$ cat config.mk
export PLATFORM = sky130hd
export DESIGN_NAME = ssp_core
export DESIGN_NICKNAME = d
export VERILOG_FILES = /design/src/ssp_pkg.sv /design/src/ssp_core.sv
export SDC_FILE = /design/constraint.sdc
export NUM_CORES = 1
export LEC_CHECK = 0
export ABC_AREA = 0
export BUFFER_PORTS_ARGS = -buffer_cell sky130_fd_sc_hd__buf_2
export CORE_MARGIN = 4
export CORE_UTILIZATION = 44
export CTS_CLUSTER_SIZE = 30
export DETAILED_ROUTE_END_ITERATION = 12
export PLACE_DENSITY = 0.67
export SYNTH_ARGS = -nofsm -noshare
export SYNTH_HDL_FRONTEND = slang
export SYNTH_HIERARCHICAL = 1
export SYNTH_SLANG_ARGS = --single-unit
$ cat constraint.sdc
create_clock -name core_clk -period 5.2 [get_ports core_clk]
set_input_delay 1.3 -clock core_clk [delete_from_list [all_inputs] [get_ports core_clk]]
set_output_delay 1.3 -clock core_clk [all_outputs]
set_load 0.02 [all_outputs]
$ cat src/ssp_pkg.sv
// Shared constants and types of the synchronous serial pipe protocol block.
// Assumes one core clock domain.
package ssp_pkg;

    // ------------------------------------------------------------------
    // Opcodes, first byte of every transfer
    // ------------------------------------------------------------------
    localparam logic [7:0] OP_READ_PROTO_INFORMATION   = 8'h01;
    localparam logic [7:0] OP_WRITE_PROTO_SETTINGS     = 8'h02;
    localparam logic [7:0] OP_COMMAND_INBOUND_CHANNEL  = 8'h03;
    localparam logic [7:0] OP_QUEUE_SIZE_REPORT        = 8'h04;
    localparam logic [7:0] OP_NOTICE_OUTBOUND_CHANNEL  = 8'h05;
    localparam logic [7:0] OP_SAMPLE_OUTBOUND_CHANNEL  = 8'h06;

    // ------------------------------------------------------------------
    // Ready line settings byte layout
    // ------------------------------------------------------------------
    localparam int         CFG_MEAS_QUEUE_EVENT_EN_BIT  = 3;
    localparam int         CFG_NOTIF_QUEUE_EVENT_EN_BIT = 2;
    localparam int         CFG_LINE_DRIVER_KIND_BIT     = 1;
    localparam int         CFG_LINE_IDLE_LEVEL_BIT      = 0;
    localparam logic [7:0] CFG_RESET                    = 8'h0C;
    localparam logic [7:0] CFG_USED_MASK                = 8'h0F;

    // ------------------------------------------------------------------
    // Strap codes {iface_select_high, iface_select_low}
    // ------------------------------------------------------------------
    localparam logic [1:0] STRAP_I2C       = 2'h3;
    localparam logic [1:0] STRAP_SPI       = 2'h2;
    localparam logic [1:0] STRAP_UART_HALF = 2'h1;
    localparam logic [1:0] STRAP_UART_FULL = 2'h0;

    // ------------------------------------------------------------------
    // Fixed answer lengths in bytes
    // ------------------------------------------------------------------
    localparam logic [15:0] INFO_LEN   = 16'h0002;
    localparam logic [15:0] STATUS_LEN = 16'h0004;

    typedef enum logic [1:0] {
        SSP_IF_I2C,
        SSP_IF_SPI,
        SSP_IF_UART_HALF,
        SSP_IF_UART_FULL
    } ssp_iface_type;

    typedef struct packed {
        logic       sck;
        logic       mosi;
        logic       cs_n;
    } ssp_link_type;

    typedef struct packed {
        logic [7:0] data;
        logic       last;
    } ssp_push_type;

    typedef struct packed {
        logic       byte_valid;
        logic       msg_end;
        logic [7:0] data;
    } ssp_cmd_type;

endpackage

$ cat src/ssp_core.sv
// Host interface logic: straps, opcode protocol, pipes, data-waiting line.
// Assumes link pins come from outside the core_clk domain and that the
// interpreter and measurement source sit on core_clk.
//
// Functional notes
// - Select pins sampled only at reset; change pins then reset to switch.
// - Straps {high,low}: 11 I2C, 10 SPI, 01 UART half, 00 UART full.
// - Unconnected straps read as 1, giving I2C by default.
// - UART carries messages unchanged; I2C/SPI use the opcode pipe protocol. Only the SPI link is built here; I2C and UART modes stay idle.
// - Device is slave only; host starts every transfer.
// - All data bytes of one command write form exactly one command message.
// - Interpreter answers go to the notification pipe for host reads.
// - Host switches setup and sampling modes through command messages.
// - In sampling mode measurement messages enter the measurement pipe.
// - Status read gives next pending message size of both read pipes.
// - Data-waiting line active while any pipe holds a message.
// - First byte of every transfer is the opcode deciding its meaning.
// - Opcodes 01 info read, 02 settings write, 03 command write.
// - Opcodes 04 status read, 05 notification read, 06 measurement read.
// - Pipe messages are reduced: preamble and bus ident bytes omitted.
// - Reduced message checksum still counts bus ident as FF.
// - Info read returns version byte then ready line settings byte.
// - Settings bit 3 enables measurement pipe events, default on.
// - Settings bit 2 enables notification pipe events, default on.
// - Settings bit 1 selects push-pull (0, default) or open-drain (1).
// - Settings bit 0 sets idle level; 1 inverts the active level.
// - Settings bits 7:4 reserved, read back as zero.
// - Settings write carries one byte in the same layout, applied at once.
// - Status read returns two little-endian 16-bit sizes, notification first.

// ----------------------------------------------------------------------
// Outbound pipe of one message
// ----------------------------------------------------------------------
module ssp_out_pipe #(
    parameter int DEPTH = 64,
    parameter int IW    = $clog2(DEPTH)
) (
    input  wire logic                  core_clk,    // Core clock
    input  wire logic                  reset,       // Synchronous reset
    input  wire logic                  enable,      // Pipe accepts bytes
    input  wire ssp_pkg::ssp_push_type push,        // Byte and end marker
    input  wire logic                  push_valid,  // Byte offered
    output logic                       push_ready,  // Byte may be taken
    input  wire logic [IW-1:0]         rd_idx,      // Read byte index
    output logic [7:0]                 rd_byte,     // Byte at index
    input  wire logic                  consume,     // Host read it all
    output logic [15:0]                size,        // Pending size, 0 if none
    output logic                       has_msg      // Complete message held
);
    import ssp_pkg::*;

    logic [7:0]    mem [DEPTH];
    logic [IW-1:0] wr_ptr;
    logic          full;
    wire           take      = push_valid & push_ready;
    wire           wr_end    = push.last | (wr_ptr == IW'(DEPTH - 1));
    wire           next_full = consume ? 1'b0 : (full | (take & wr_end));

    assign rd_byte = mem[rd_idx];
    assign has_msg = full;

    always_ff @(posedge core_clk) begin
        if (take) begin
            mem[wr_ptr] <= push.data;
        end
    end

    always_ff @(posedge core_clk) begin
        if (reset) begin
            wr_ptr     <= '0;
            full       <= 1'b0;
            size       <= '0;
            push_ready <= 1'b0;
        end else begin
            full       <= next_full;
            push_ready <= ~next_full & enable;
            if (consume) begin
                wr_ptr <= '0;
                size   <= '0;
            end else if (take & wr_end) begin
                size <= 16'(wr_ptr) + 16'h0001;
            end else if (take) begin
                wr_ptr <= wr_ptr + 1'b1;
            end
        end
    end
endmodule // ssp_out_pipe

// ----------------------------------------------------------------------
// Top level
// ----------------------------------------------------------------------
module ssp_core #(
    parameter int         PIPE_DEPTH    = 64,
    parameter logic [7:0] PROTO_VERSION = 8'h01   // Arbitrary value
) (
    input  wire logic                  core_clk,            // 20 MHz core clock
    input  wire logic                  reset,               // Synchronous, active high
    input  wire logic                  iface_select_low,    // Strap pin, async
    input  wire logic                  iface_select_high,   // Strap pin, async
    input  wire ssp_pkg::ssp_link_type spi_link,            // SPI pins, async
    output ssp_pkg::ssp_iface_type     iface_mode,          // Selected interface
    output logic                       spi_miso,            // SPI data out
    output logic                       spi_miso_en,         // MISO driven
    output ssp_pkg::ssp_cmd_type       cmd_out,             // Command pipe stream
    input  wire logic                  sampling_mode,       // Interpreter is in sampling mode
    input  wire ssp_pkg::ssp_push_type notif_push,          // Notification byte
    input  wire logic                  notif_push_valid,    // Notification byte offered
    output logic                       notif_push_ready,    // Notification byte taken
    input  wire ssp_pkg::ssp_push_type meas_push,           // Measurement byte
    input  wire logic                  meas_push_valid,     // Measurement byte offered
    output logic                       meas_push_ready,     // Measurement byte taken
    output logic [7:0]                 ready_line_config,   // Active settings byte
    output logic                       data_waiting_line,   // Line level out
    output logic                       data_waiting_line_oe // Line driven
);
    import ssp_pkg::*;

    localparam int IW = $clog2(PIPE_DEPTH);

    // ------------------------------------------------------------------
    // Synchronisers
    // ------------------------------------------------------------------
    logic [1:0]   sel_s1;
    logic [1:0]   sel_s2;
    ssp_link_type link_s1;
    ssp_link_type link_s2;
    ssp_link_type link_s3;

    always_ff @(posedge core_clk) begin
        sel_s1 <= {iface_select_high, iface_select_low};
        sel_s2 <= sel_s1;
    end

    always_ff @(posedge core_clk) begin
        if (reset) begin
            link_s1 <= '{sck: 1'b1, mosi: 1'b0, cs_n: 1'b1};
            link_s2 <= '{sck: 1'b1, mosi: 1'b0, cs_n: 1'b1};
            link_s3 <= '{sck: 1'b1, mosi: 1'b0, cs_n: 1'b1};
        end else begin
            link_s1 <= spi_link;
            link_s2 <= link_s1;
            link_s3 <= link_s2;
        end
    end

    // ------------------------------------------------------------------
    // Interface select
    // ------------------------------------------------------------------
    ssp_iface_type strap_iface;

    always_comb begin
        unique case (sel_s2)
            STRAP_I2C:       strap_iface = SSP_IF_I2C;
            STRAP_SPI:       strap_iface = SSP_IF_SPI;
            STRAP_UART_HALF: strap_iface = SSP_IF_UART_HALF;
            default:         strap_iface = SSP_IF_UART_FULL;
        endcase
    end

    // caught only while reset is held
    always_ff @(posedge core_clk) begin
        if (reset) begin
            iface_mode <= strap_iface;
        end
    end

    // ------------------------------------------------------------------
    // Link framing, SPI mode 3, MSB first
    // ------------------------------------------------------------------
    // host drives every edge
    wire spi_on    = (iface_mode == SSP_IF_SPI);
    wire sck_rise  = link_s2.sck & ~link_s3.sck;
    wire cs_active = spi_on & ~link_s2.cs_n;
    wire cs_start  = spi_on & ~link_s2.cs_n & link_s3.cs_n;
    wire cs_end    = spi_on & link_s2.cs_n & ~link_s3.cs_n;

    logic [2:0]  bit_cnt;
    logic [7:0]  rx_sh;
    logic [7:0]  tx_sh;
    logic [7:0]  opcode;
    logic        got_opcode;
    logic        data_seen;
    logic        drained;
    logic [15:0] tx_idx;

    wire [7:0] rx_next   = {rx_sh[6:0], link_s2.mosi};
    wire       byte_done = cs_active & sck_rise & (bit_cnt == 3'h7);
    wire       data_byte = byte_done & got_opcode;
    // opcode byte picks the meaning of what follows
    wire [7:0] op_sel    = got_opcode ? opcode : rx_next;

    // ------------------------------------------------------------------
    // Answer selection
    // ------------------------------------------------------------------
    logic [15:0] notif_size;
    logic [15:0] meas_size;
    logic [7:0]  notif_byte;
    logic [7:0]  meas_byte;
    logic        notif_has;
    logic        meas_has;
    logic [15:0] resp_len;
    logic [7:0]  resp_raw;

    wire [15:0] idx_inc  = tx_idx + 16'h0001;
    wire [15:0] load_idx = (~got_opcode | (idx_inc >= resp_len)) ? 16'h0000 : idx_inc;
    wire [7:0]  resp_byte = (resp_len == 16'h0000) ? 8'h00 : resp_raw;

    always_comb begin
        unique case (op_sel)
            OP_READ_PROTO_INFORMATION:  resp_len = INFO_LEN;
            OP_QUEUE_SIZE_REPORT:       resp_len = STATUS_LEN;
            OP_NOTICE_OUTBOUND_CHANNEL: resp_len = notif_size;
            OP_SAMPLE_OUTBOUND_CHANNEL: resp_len = meas_size;
            default:                    resp_len = 16'h0000;
        endcase
    end

    // pipe bytes go out as stored, reduced form
    always_comb begin
        unique case (op_sel)
            OP_READ_PROTO_INFORMATION:
                resp_raw = load_idx[0] ? ready_line_config : PROTO_VERSION;
            OP_QUEUE_SIZE_REPORT: begin
                unique case (load_idx[1:0])
                    2'h0:    resp_raw = notif_size[7:0];
                    2'h1:    resp_raw = notif_size[15:8];
                    2'h2:    resp_raw = meas_size[7:0];
                    default: resp_raw = meas_size[15:8];
                endcase
            end
            OP_NOTICE_OUTBOUND_CHANNEL: resp_raw = notif_byte;
            OP_SAMPLE_OUTBOUND_CHANNEL: resp_raw = meas_byte;
            default:                    resp_raw = 8'h00;
        endcase
    end

    // ------------------------------------------------------------------
    // Transfer state
    // ------------------------------------------------------------------
    always_ff @(posedge core_clk) begin
        if (reset | cs_start) begin
            bit_cnt    <= '0;
            rx_sh      <= '0;
            opcode     <= '0;
            got_opcode <= 1'b0;
            data_seen  <= 1'b0;
            drained    <= 1'b0;
            tx_idx     <= '0;
        end else if (cs_active & sck_rise) begin
            bit_cnt <= bit_cnt + 3'h1;
            rx_sh   <= rx_next;
            if (byte_done) begin
                got_opcode <= 1'b1;
                data_seen  <= got_opcode;
                tx_idx     <= load_idx;
                if (~got_opcode) begin
                    opcode <= rx_next;
                end
                if (got_opcode & (resp_len != 16'h0000) & (tx_idx == resp_len - 16'h0001)) begin
                    drained <= 1'b1;
                end
            end
        end
    end

    // Next bit set up after the host samples
    always_ff @(posedge core_clk) begin
        if (reset | cs_start) begin
            tx_sh    <= '0;
            spi_miso <= 1'b0;
        end else if (byte_done) begin
            tx_sh    <= resp_byte;
            spi_miso <= resp_byte[7];
        end else if (cs_active & sck_rise) begin
            tx_sh    <= {tx_sh[6:0], 1'b0};
            spi_miso <= tx_sh[6];
        end
    end

    always_ff @(posedge core_clk) begin
        if (reset) begin
            spi_miso_en <= 1'b0;
        end else begin
            spi_miso_en <= spi_on & ~link_s2.cs_n & ~link_s3.cs_n;
        end
    end

    // ------------------------------------------------------------------
    // Settings and command pipe
    // ------------------------------------------------------------------
    // first settings byte applied
    always_ff @(posedge core_clk) begin
        if (reset) begin
            ready_line_config <= CFG_RESET;
        end else if (data_byte & ~data_seen & (opcode == OP_WRITE_PROTO_SETTINGS)) begin
            ready_line_config <= rx_next & CFG_USED_MASK;
        end
    end

    always_ff @(posedge core_clk) begin
        if (reset) begin
            cmd_out <= '0;
        end else begin
            cmd_out.byte_valid <= data_byte & (opcode == OP_COMMAND_INBOUND_CHANNEL);
            cmd_out.msg_end    <= cs_end & data_seen & (opcode == OP_COMMAND_INBOUND_CHANNEL);
            if (data_byte) begin
                cmd_out.data <= rx_next;
            end
        end
    end

    // ------------------------------------------------------------------
    // Outbound pipes
    // ------------------------------------------------------------------
    // interpreter answers fill the notification pipe
    wire notif_consume = cs_end & drained & (opcode == OP_NOTICE_OUTBOUND_CHANNEL);
    wire meas_consume  = cs_end & drained & (opcode == OP_SAMPLE_OUTBOUND_CHANNEL);

    ssp_out_pipe #(
        .DEPTH      (PIPE_DEPTH),
        .IW         (IW)
    ) u_notif_pipe (
        .core_clk   (core_clk),
        .reset      (reset),
        .enable     (1'b1),
        .push       (notif_push),
        .push_valid (notif_push_valid),
        .push_ready (notif_push_ready),
        .rd_idx     (load_idx[IW-1:0]),
        .rd_byte    (notif_byte),
        .consume    (notif_consume),
        .size       (notif_size),
        .has_msg    (notif_has)
    );

    ssp_out_pipe #(
        .DEPTH      (PIPE_DEPTH),
        .IW         (IW)
    ) u_meas_pipe (
        .core_clk   (core_clk),
        .reset      (reset),
        .enable     (sampling_mode),
        .push       (meas_push),
        .push_valid (meas_push_valid),
        .push_ready (meas_push_ready),
        .rd_idx     (load_idx[IW-1:0]),
        .rd_byte    (meas_byte),
        .consume    (meas_consume),
        .size       (meas_size),
        .has_msg    (meas_has)
    );

    // ------------------------------------------------------------------
    // Data-waiting line
    // ------------------------------------------------------------------
    // active while a pipe holds a message
    wire line_active = (notif_has & ready_line_config[CFG_NOTIF_QUEUE_EVENT_EN_BIT])
                     | (meas_has & ready_line_config[CFG_MEAS_QUEUE_EVENT_EN_BIT]);
    // idle high inverts the active level
    wire line_level  = line_active ^ ready_line_config[CFG_LINE_IDLE_LEVEL_BIT];
    wire open_drain  = ready_line_config[CFG_LINE_DRIVER_KIND_BIT];

    always_ff @(posedge core_clk) begin
        if (reset) begin
            data_waiting_line    <= 1'b0;
            data_waiting_line_oe <= 1'b1;
        end else begin
            data_waiting_line    <= open_drain ? 1'b0 : line_level;
            data_waiting_line_oe <= open_drain ? ~line_level : 1'b1;
        end
    end

endmodule // ssp_core

==> flow_summary.json, run 1 <==
{
  "status": "complete, no violations",
  "ys_types": 81,
  "grt_use_total_pct": 19.8,
  "startpoint_type": "register",
  "hp-class": "register to register",
  "port_buffers": 49,
  "reg2reg_slack_ns": 0.05,
  "nNetsFinal": 2888,
  "grt_pass1_wl_um": 166000,
  "design_area_sq_mm": 0.0541,
  "drive_gt1_share_pct": 30.8,
  "antenna_found_initial": 2,
  "ys_seq_elements": 1130,
  "place.gp.congestion": 0.888,
  "synth-main-ff-cell": "edfxtp_1",
  "antenna_left": 0,
  "setup_viol": 0,
  "ys_warn_count": 6,
  "cts_root_buffer": "clkbuf_16",
  "grt_pass1_vias": 25800,
  "diodes": 0,
  "path_max_fanout": 8,
  "timing.final.hold_violations": 0,
  "cts.htree.levels": 3,
  "insertion_delay_ns": 0.69,
  "power.share.switching_pct": 19.9,
  "clock_path_buffers": 3,
  "rows": 118,
  "max_freq_mhz": 194,
  "crit_path_start": "got_opcode",
  "r2r_start": "got_opcode",
  "initial_core_util_pct": 44.4,
  "io_pins": 54,
  "crit_end": "spi_miso",
  "cts_buffers": 115,
  "slew_headroom_pct": 15.1,
  "p_int_uw": 14800,
  "wl_per_cell_um": 25.8,
  "n_fill_cell": 8155,
  "power.share.clock_pct": 44.9,
  "seqPwrFrac_pct": 53.7,
  "coreArea_sq_mm": 0.104,
  "worst_slew_pin_slew_ns": 1.27,
  "fin_skew_ns": 0.0492,
  "drt_iter0_markers": 2785,
  "dp_hpwl_um": 70000,
  "power_density_mw_per_mm2": 342,
  "synthArstFlopShare_pct": 0,
  "period_needed_ns": 5.15,
  "power.net_switching_uw": 3690,
  "p_comb_share_pct": 1.4,
  "ir_worst_vdd_uv": 260,
  "drv_cap": 0,
  "grt_max_degree": 65,
  "cts-hold-fix-buffers": 0,
  "synth_area_per_cell_sq_um": 17.9,
  "syn_inst": 2584,
  "drt_wl_total_um": 111000,
  "post-route-drc-count": 0,
  "end_kind": "register",
  "synth_edf_count": 1026,
  "worstPathArrival_ns": 5.69,
  "cp_data_required_time_ns": 5.74,
  "synth_top_area_share_pct": 66.7,
  "slew_viol_final": 0,
  "syn_area_sq_mm": 0.0462,
  "syn_to_final_growth_pct": 17.2,
  "synth_area_leaders": "edfxtp_1 (67%), mux4_2 (12%), dfxtp_1 (4.5%)",
  "cts_tree": "done",
  "grt_overflow": 0,
  "yosysTopAreaCell": "edfxtp_1",
  "r2r-end": "spi_miso",
  "multi_input_area_sq_mm": 0.0129,
  "via_count": 25600,
  "seqCellArea_sq_mm": 0.0329,
  "die_w_um": 332,
  "cts.sinks": 1130,
  "final.setup.tns_ns": 0,
  "yosysSeqAreaShare_pct": 71.2,
  "criticalPathCategory": "register to register",
  "clkSlewWorstSetupHoldPaths_ns": 0.06,
  "reg2reg_depth": 23,
  "first_pass_iters": 8,
  "dieArea_sq_mm": 0.110,
  "leakage_uw": 0.0170,
  "vias_per_cell": 5.93,
  "die_h_um": 332,
  "finalPower_uw": 18500,
  "rsz0062_at_grt": "true",
  "finalCritPeriodShare_pct": 99.0,
  "dpl_cell_area_sq_mm": 0.0490
}
## power groups by stage
stage / Sequential, uW / Clock [uW] / Combinational (uW)
finish: 9920 / 8300 / 262
global placement: 10100 / 0 / 239
detailed placement: 10100 / 0 / 254
global route: 9920 / 8860 / 287
floorplan: 10100 / 0 / 87.1
CTS: 9920 / 8460 / 255
## how the worst min path moves through the flow
stage / startpoint / end / cells after the start
floorplan: sel_s1[0] / sel_s2[0] / 0
finish: sel_s1[1] / sel_s2[1] / 0
detailed placement: sel_s1[1] / sel_s2[1] / 0
CTS: sel_s1[1] / sel_s2[1] / 0
global route: sel_s1[1] / sel_s2[1] / 0
global placement: sel_s1[1] / sel_s2[1] / 0
## stage by stage
stage,cells,setup slack [ns],hold slack (ns),util [%]
after floorplan,2603,0.0204,0.310,-
after global placement,4043,-0.265,0.311,47.2
after detailed placement,4043,-0.428,0.317,47.2
after CTS,4278,0.00685,0.331,51.3
after global routing,4314,-0.104,0.342,52.1
final,4314,0.0532,0.327,52.1
## sequential cells by signal, indices dropped and copies added, names as in the netlist, 3 cells and up
signal	flops
rx_sh	7
u_meas_pipe/wr_ptr	6
opcode	8
u_notif_pipe/mem	512
u_notif_pipe/size	7
cmd_out	10
u_meas_pipe/mem	512
u_meas_pipe/size	7
u_notif_pipe/wr_ptr	6
tx_idx	16
bit_cnt	3
ready_line_config	4
link_s1	3
tx_sh	7
link_s2	3
## cell usage after synthesis, drive strengths merged (7+ instances only)
cell type / number
o221a: 9
nand2b: 14
buf: 106
a22oi: 30
o21ai: 33
xor2: 29
o22ai: 29
ha: 22
nor2b: 16
and2: 11
and3: 15
dfxtp: 104
mux2i: 50
nand3: 45
a221oi: 13
edfxtp: 1026
nand2: 110
or3: 8
o221ai: 23
a211oi: 15
inv: 18
o2bb2ai: 10
nor2: 221
a21o: 11
or3b: 8
nor4: 9
nand3b: 17
nor3b: 13
o31ai: 13
nor3: 12
a21oi: 82
mux2: 15
clkbuf: 69
nand4: 7
or2: 19
xnor2: 25
mux4: 262
## what timing repair did
item,in CTS,in global routing
endpoints found under the setup margin,8,8
hold endpoints to repair,0,0
pin swaps,8,45
gates resized for setup,53,117
cloned,5,1
setup buffers,17,37
## cell type report
cell class	instances	share of cell area [%]
clock buffer	145	5.68
timing repair buffer	292	5.05
sequential	1130	60.8
inverter	18	0.125
multi-input combinational	1281	23.8
tap	1380	3.19
clock inverter	68	1.37
## placed cells by master, fill, tap and decap left out, drive strengths merged, types with 15 or more instances in the layout
cell       n
mux2i     50
ha        22
nand2    110
or2       19
o221ai    23
nor2     221
xor2      29
mux4     262
mux2      15
clkinv    44
a22oi     30
o21ai     33
xnor2     25
conb      23
o22ai     29
and3      15
clkbuf   146
a21oi     82
edfxtp  1026
buf      288
nor2b     16
nand3b    17
nand3     45
inv       23
dfxtp    104
a211oi    15
## routing by layer
layer,GRT usage (%),wire length [um],up-vias
met2,31.8,54000,1185
met1,27.1,44800,13200
met5,0,7,-
met3,3.60,8320,256
li1,-,-,10900
met4,7.40,4030,2
## worst max-delay path, cell delays in order (launching register included)
cell and delay [ns]:
dfxtp_4 0.38, and3b_4 0.20, a22oi_4 0.23, nor2_4 0.07, buf_6 0.14, a22oi_1 0.39, ha_1 0.33, a21o_1 0.19
a21oi_2 0.11, or2_2 0.11, o311a_4 0.23, o21ai_4 0.08, nor2_4 0.13, buf_12 0.15, buf_12 0.16, buf_4 0.13
buf_12 0.12, mux4_2 0.51, mux4_2 0.54, nor2_2 0.14, o22ai_2 0.15, a22oi_2 0.23, o31ai_2 0.10, o2bb2ai_1 0.13
## cell families (layout without fill, tap and decap cells)
kind of cell | count (synthesis) | in the layout | synth area share, %
fa+ha+maj | 22 | 22 | 0.596
mux | 327 | 327 | 14.3
other cells | 4 | 23 | 0.0325
simple gates | 538 | 539 | 5.63
flops | 1130 | 1130 | 71.2
compound gates | 316 | 316 | 4.96
xor+xnor | 54 | 54 | 1.02
buf+inv | 193 | 523 | 2.27
Note: power is estimated with default switching activity, not from simulation.
==> inputs of run 2 (changes only) <==
--- a/config.mk
+++ b/config.mk
@@ -7,8 +7,10 @@
 export LEC_CHECK = 0
 export ABC_AREA = 0
 export BUFFER_PORTS_ARGS = -buffer_cell sky130_fd_sc_hd__buf_2
+export CORE_ASPECT_RATIO = 0.75
 export CORE_MARGIN = 4
 export CORE_UTILIZATION = 44
+export CTS_BUF_LIST = sky130_fd_sc_hd__clkbuf_8
 export CTS_CLUSTER_SIZE = 30
 export DETAILED_ROUTE_END_ITERATION = 12
 export PLACE_DENSITY = 0.67
==> constraint.sdc (replaced) <==
create_clock -name core_clk -period 5.2 [get_ports core_clk]
set_input_delay 0 -clock core_clk [delete_from_list [all_inputs] [get_ports core_clk]]
set_output_delay 0 -clock core_clk [all_outputs]
set_load 0.02 [all_outputs]
==> flow_summary.json, run 2 (synthesis gave the netlist of run 1 again) <==
{
  "status": "complete, no violations",
  "drt_wl_total_um": 114000,
  "criticalPathCategory": "register to register",
  "p_int_uw": 13300,
  "cp_data_required_time_ns": 5.92,
  "cp_top_family": "compound AO/OA/AOI/OAI gates",
  "syn_to_final_growth_pct": 16.5,
  "worst_slew_pin_slew_ns": 1.23,
  "slowest_stage": "mux4_2",
  "grt_pass1_wl_um": 168000,
  "drt_iter0_markers": 3127,
  "cts_root_buffer": "clkbuf_8",
  "drv_cap": 0,
  "path_max_fanout": 9,
  "setup_viol": 0,
  "cts.sinks": 1130,
  "whs_ns": 0.144,
  "crit_buf_inv": 5,
  "insertion_delay_ns": 0.90,
  "post-route-drc-count": 0,
  "grt_use_total_pct": 20.4,
  "die_w_um": 382,
  "power.net_switching_uw": 3670,
  "multi_input_area_sq_mm": 0.0128,
  "slew_headroom_pct": 18.3,
  "drive_gt1_share_pct": 29.9,
  "final_cells": 4476,
  "reg2reg_depth": 24,
  "via_count": 26300,
  "vias_per_cell": 5.87,
  "clock_path_buffers": 3,
  "final_cell_mix": "edfxtp_1 (1,026), mux4_2 (258), nor2_1 (211), buf_4 (195), clkbuf_8 (174)",
  "place.gp.congestion": 0.905,
  "crit_path_start": "got_opcode",
  "clkSlewWorstSetupHoldPaths_ns": 0.07,
  "min_path_cells": 5,
  "layout_setup_ws_ns": 0.0177,
  "leakage_uw": 0.0171,
  "fin_util_pct": 51.9,
  "grt_max_degree": 65,
  "r2r_start": "got_opcode",
  "dp_cells": 4079,
  "rows": 102,
  "crit_chain": "nor3b_1, nor2_2, nor2_4, buf_6, a22oi_2, ha_1, a21o_1, a21o_1, a21oi_2, or2_4, o311a_4, o21ai_4, nor2_4, buf_12, buf_16, buf_16, buf_12, mux4_2, mux4_2, nor2_4, o22ai_4, a22oi_2, o31ai_2, o2bb2ai_1",
  "fin_skew_ns": 0.0553,
  "period_needed_ns": 5.18,
  "power.share.switching_pct": 21.7,
  "initial_core_util_pct": 44.5,
  "startpoint_type": "register",
  "antenna_left": 0,
  "cpMostUsedCell": "nor2_4",
  "dp_hpwl_um": 72200,
  "hp-class": "primary input to register",
  "cts_buffers": 169,
  "die_h_um": 289,
  "p_comb_share_pct": 1.7,
  "finalCritPeriodShare_pct": 99.7,
  "nNetsFinal": 2989,
  "cts_tree": "done",
  "pre_cts_slack_ns": -0.188,
  "coreArea_sq_mm": 0.104,
  "power.share.clock_pct": 39.8,
  "seqCellArea_sq_mm": 0.0329,
  "power_density_mw_per_mm2": 315,
  "end_kind": "register",
  "antenna_found_initial": 2,
  "wl_per_cell_um": 25.4,
  "rsz0062_at_grt": "true",
  "port_buffers": 49,
  "layout_commonest_cell": "edfxtp_1",
  "grt_pass1_vias": 26100,
  "path_depth": 24,
  "timing.final.hold_violations": 0,
  "io_pins": 54,
  "worstPathArrival_ns": 5.90,
  "seqPwrFrac_pct": 58.5,
  "biggestRegsByFlops": "u_meas_pipe/mem: 512 flops, u_notif_pipe/mem: 512 flops, tx_idx: 16 flops",
  "hold_path.startpoint": "meas_push[0]",
  "grt_overflow": 0,
  "dieArea_sq_mm": 0.110,
  "slew_viol_final": 0,
  "slowest_delay_ns": 0.55,
  "ir_worst_vdd_uv": 275,
  "n_fill_cell": 8070,
  "first_pass_iters": 6,
  "max_freq_mhz": 193,
  "cts.htree.levels": 4
}
==> run 2: worst register-to-register path: cells and delay by family (launching register included) <==
family          cells  cell delay, ns
mux                 2            1.08
flops               1            0.38
fa+ha+maj           1            0.33
buf+inv             5            0.77
compound gates     10            1.34
simple gates        6            1.15
==> run 2: stage by stage <==
stage / setup TNS [ns] / power, uW / area, sq um
floorplan: 0 / 10200 / 46300
global placement: -1.12 / 10400 / 49100
global route: -0.746 / 17600 / 53800
finish: 0 / 17000 / 53800
detailed placement: -0.949 / 10400 / 49100
CTS: 0 / 17100 / 53100
==> run 2: layer usage <==
layer	vias up	part of all wire (%)	GRT usage, %
met5	-	0	0
met4	0	2.4	7.15
met3	196	10	4.92
met2	1349	45	29.6
met1	13600	42	30.3
li1	11100	-	-
==> run 2: repair_timing <==
action	4_1_cts	5_1_grt
hold endpoints to repair	1083	0
hold buffers	43	0
setup buffers	13	36
gates resized for setup	43	94
setup endpoints to repair	8	8
gates cloned	3	2
pin swaps	10	43
==> run 2: final cells by class <==
class | instances | area share [%]
flip-flops and latches | 1130 | 61.1
diodes | 4 | 0.0186
clock inverters | 126 | 1.33
clock buffers | 174 | 4.45
well taps | 1404 | 3.26
multi-input cells | 1280 | 23.8
repair buffers | 340 | 5.90
inverters | 18 | 0.126
==> run 2: power by group through the flow <==
stage / Combinational [uW] / Sequential (uW) / Clock [uW]
global placement: 241 / 10100 / 0
floorplan: 87.1 / 10100 / 0
CTS: 285 / 9920 / 6910
global route: 314 / 9920 / 7350
detailed placement: 259 / 10100 / 0
finish: 288 / 9920 / 6740
==> run 2: final timing paths <==
path | slack [ns] | endpoint
min | 0.14 | u_meas_pipe/wr_ptr[1]
max reg2reg | 0.02 | spi_miso
min reg2reg | 0.33 | sel_s2[0]
max | 0.02 | spi_miso
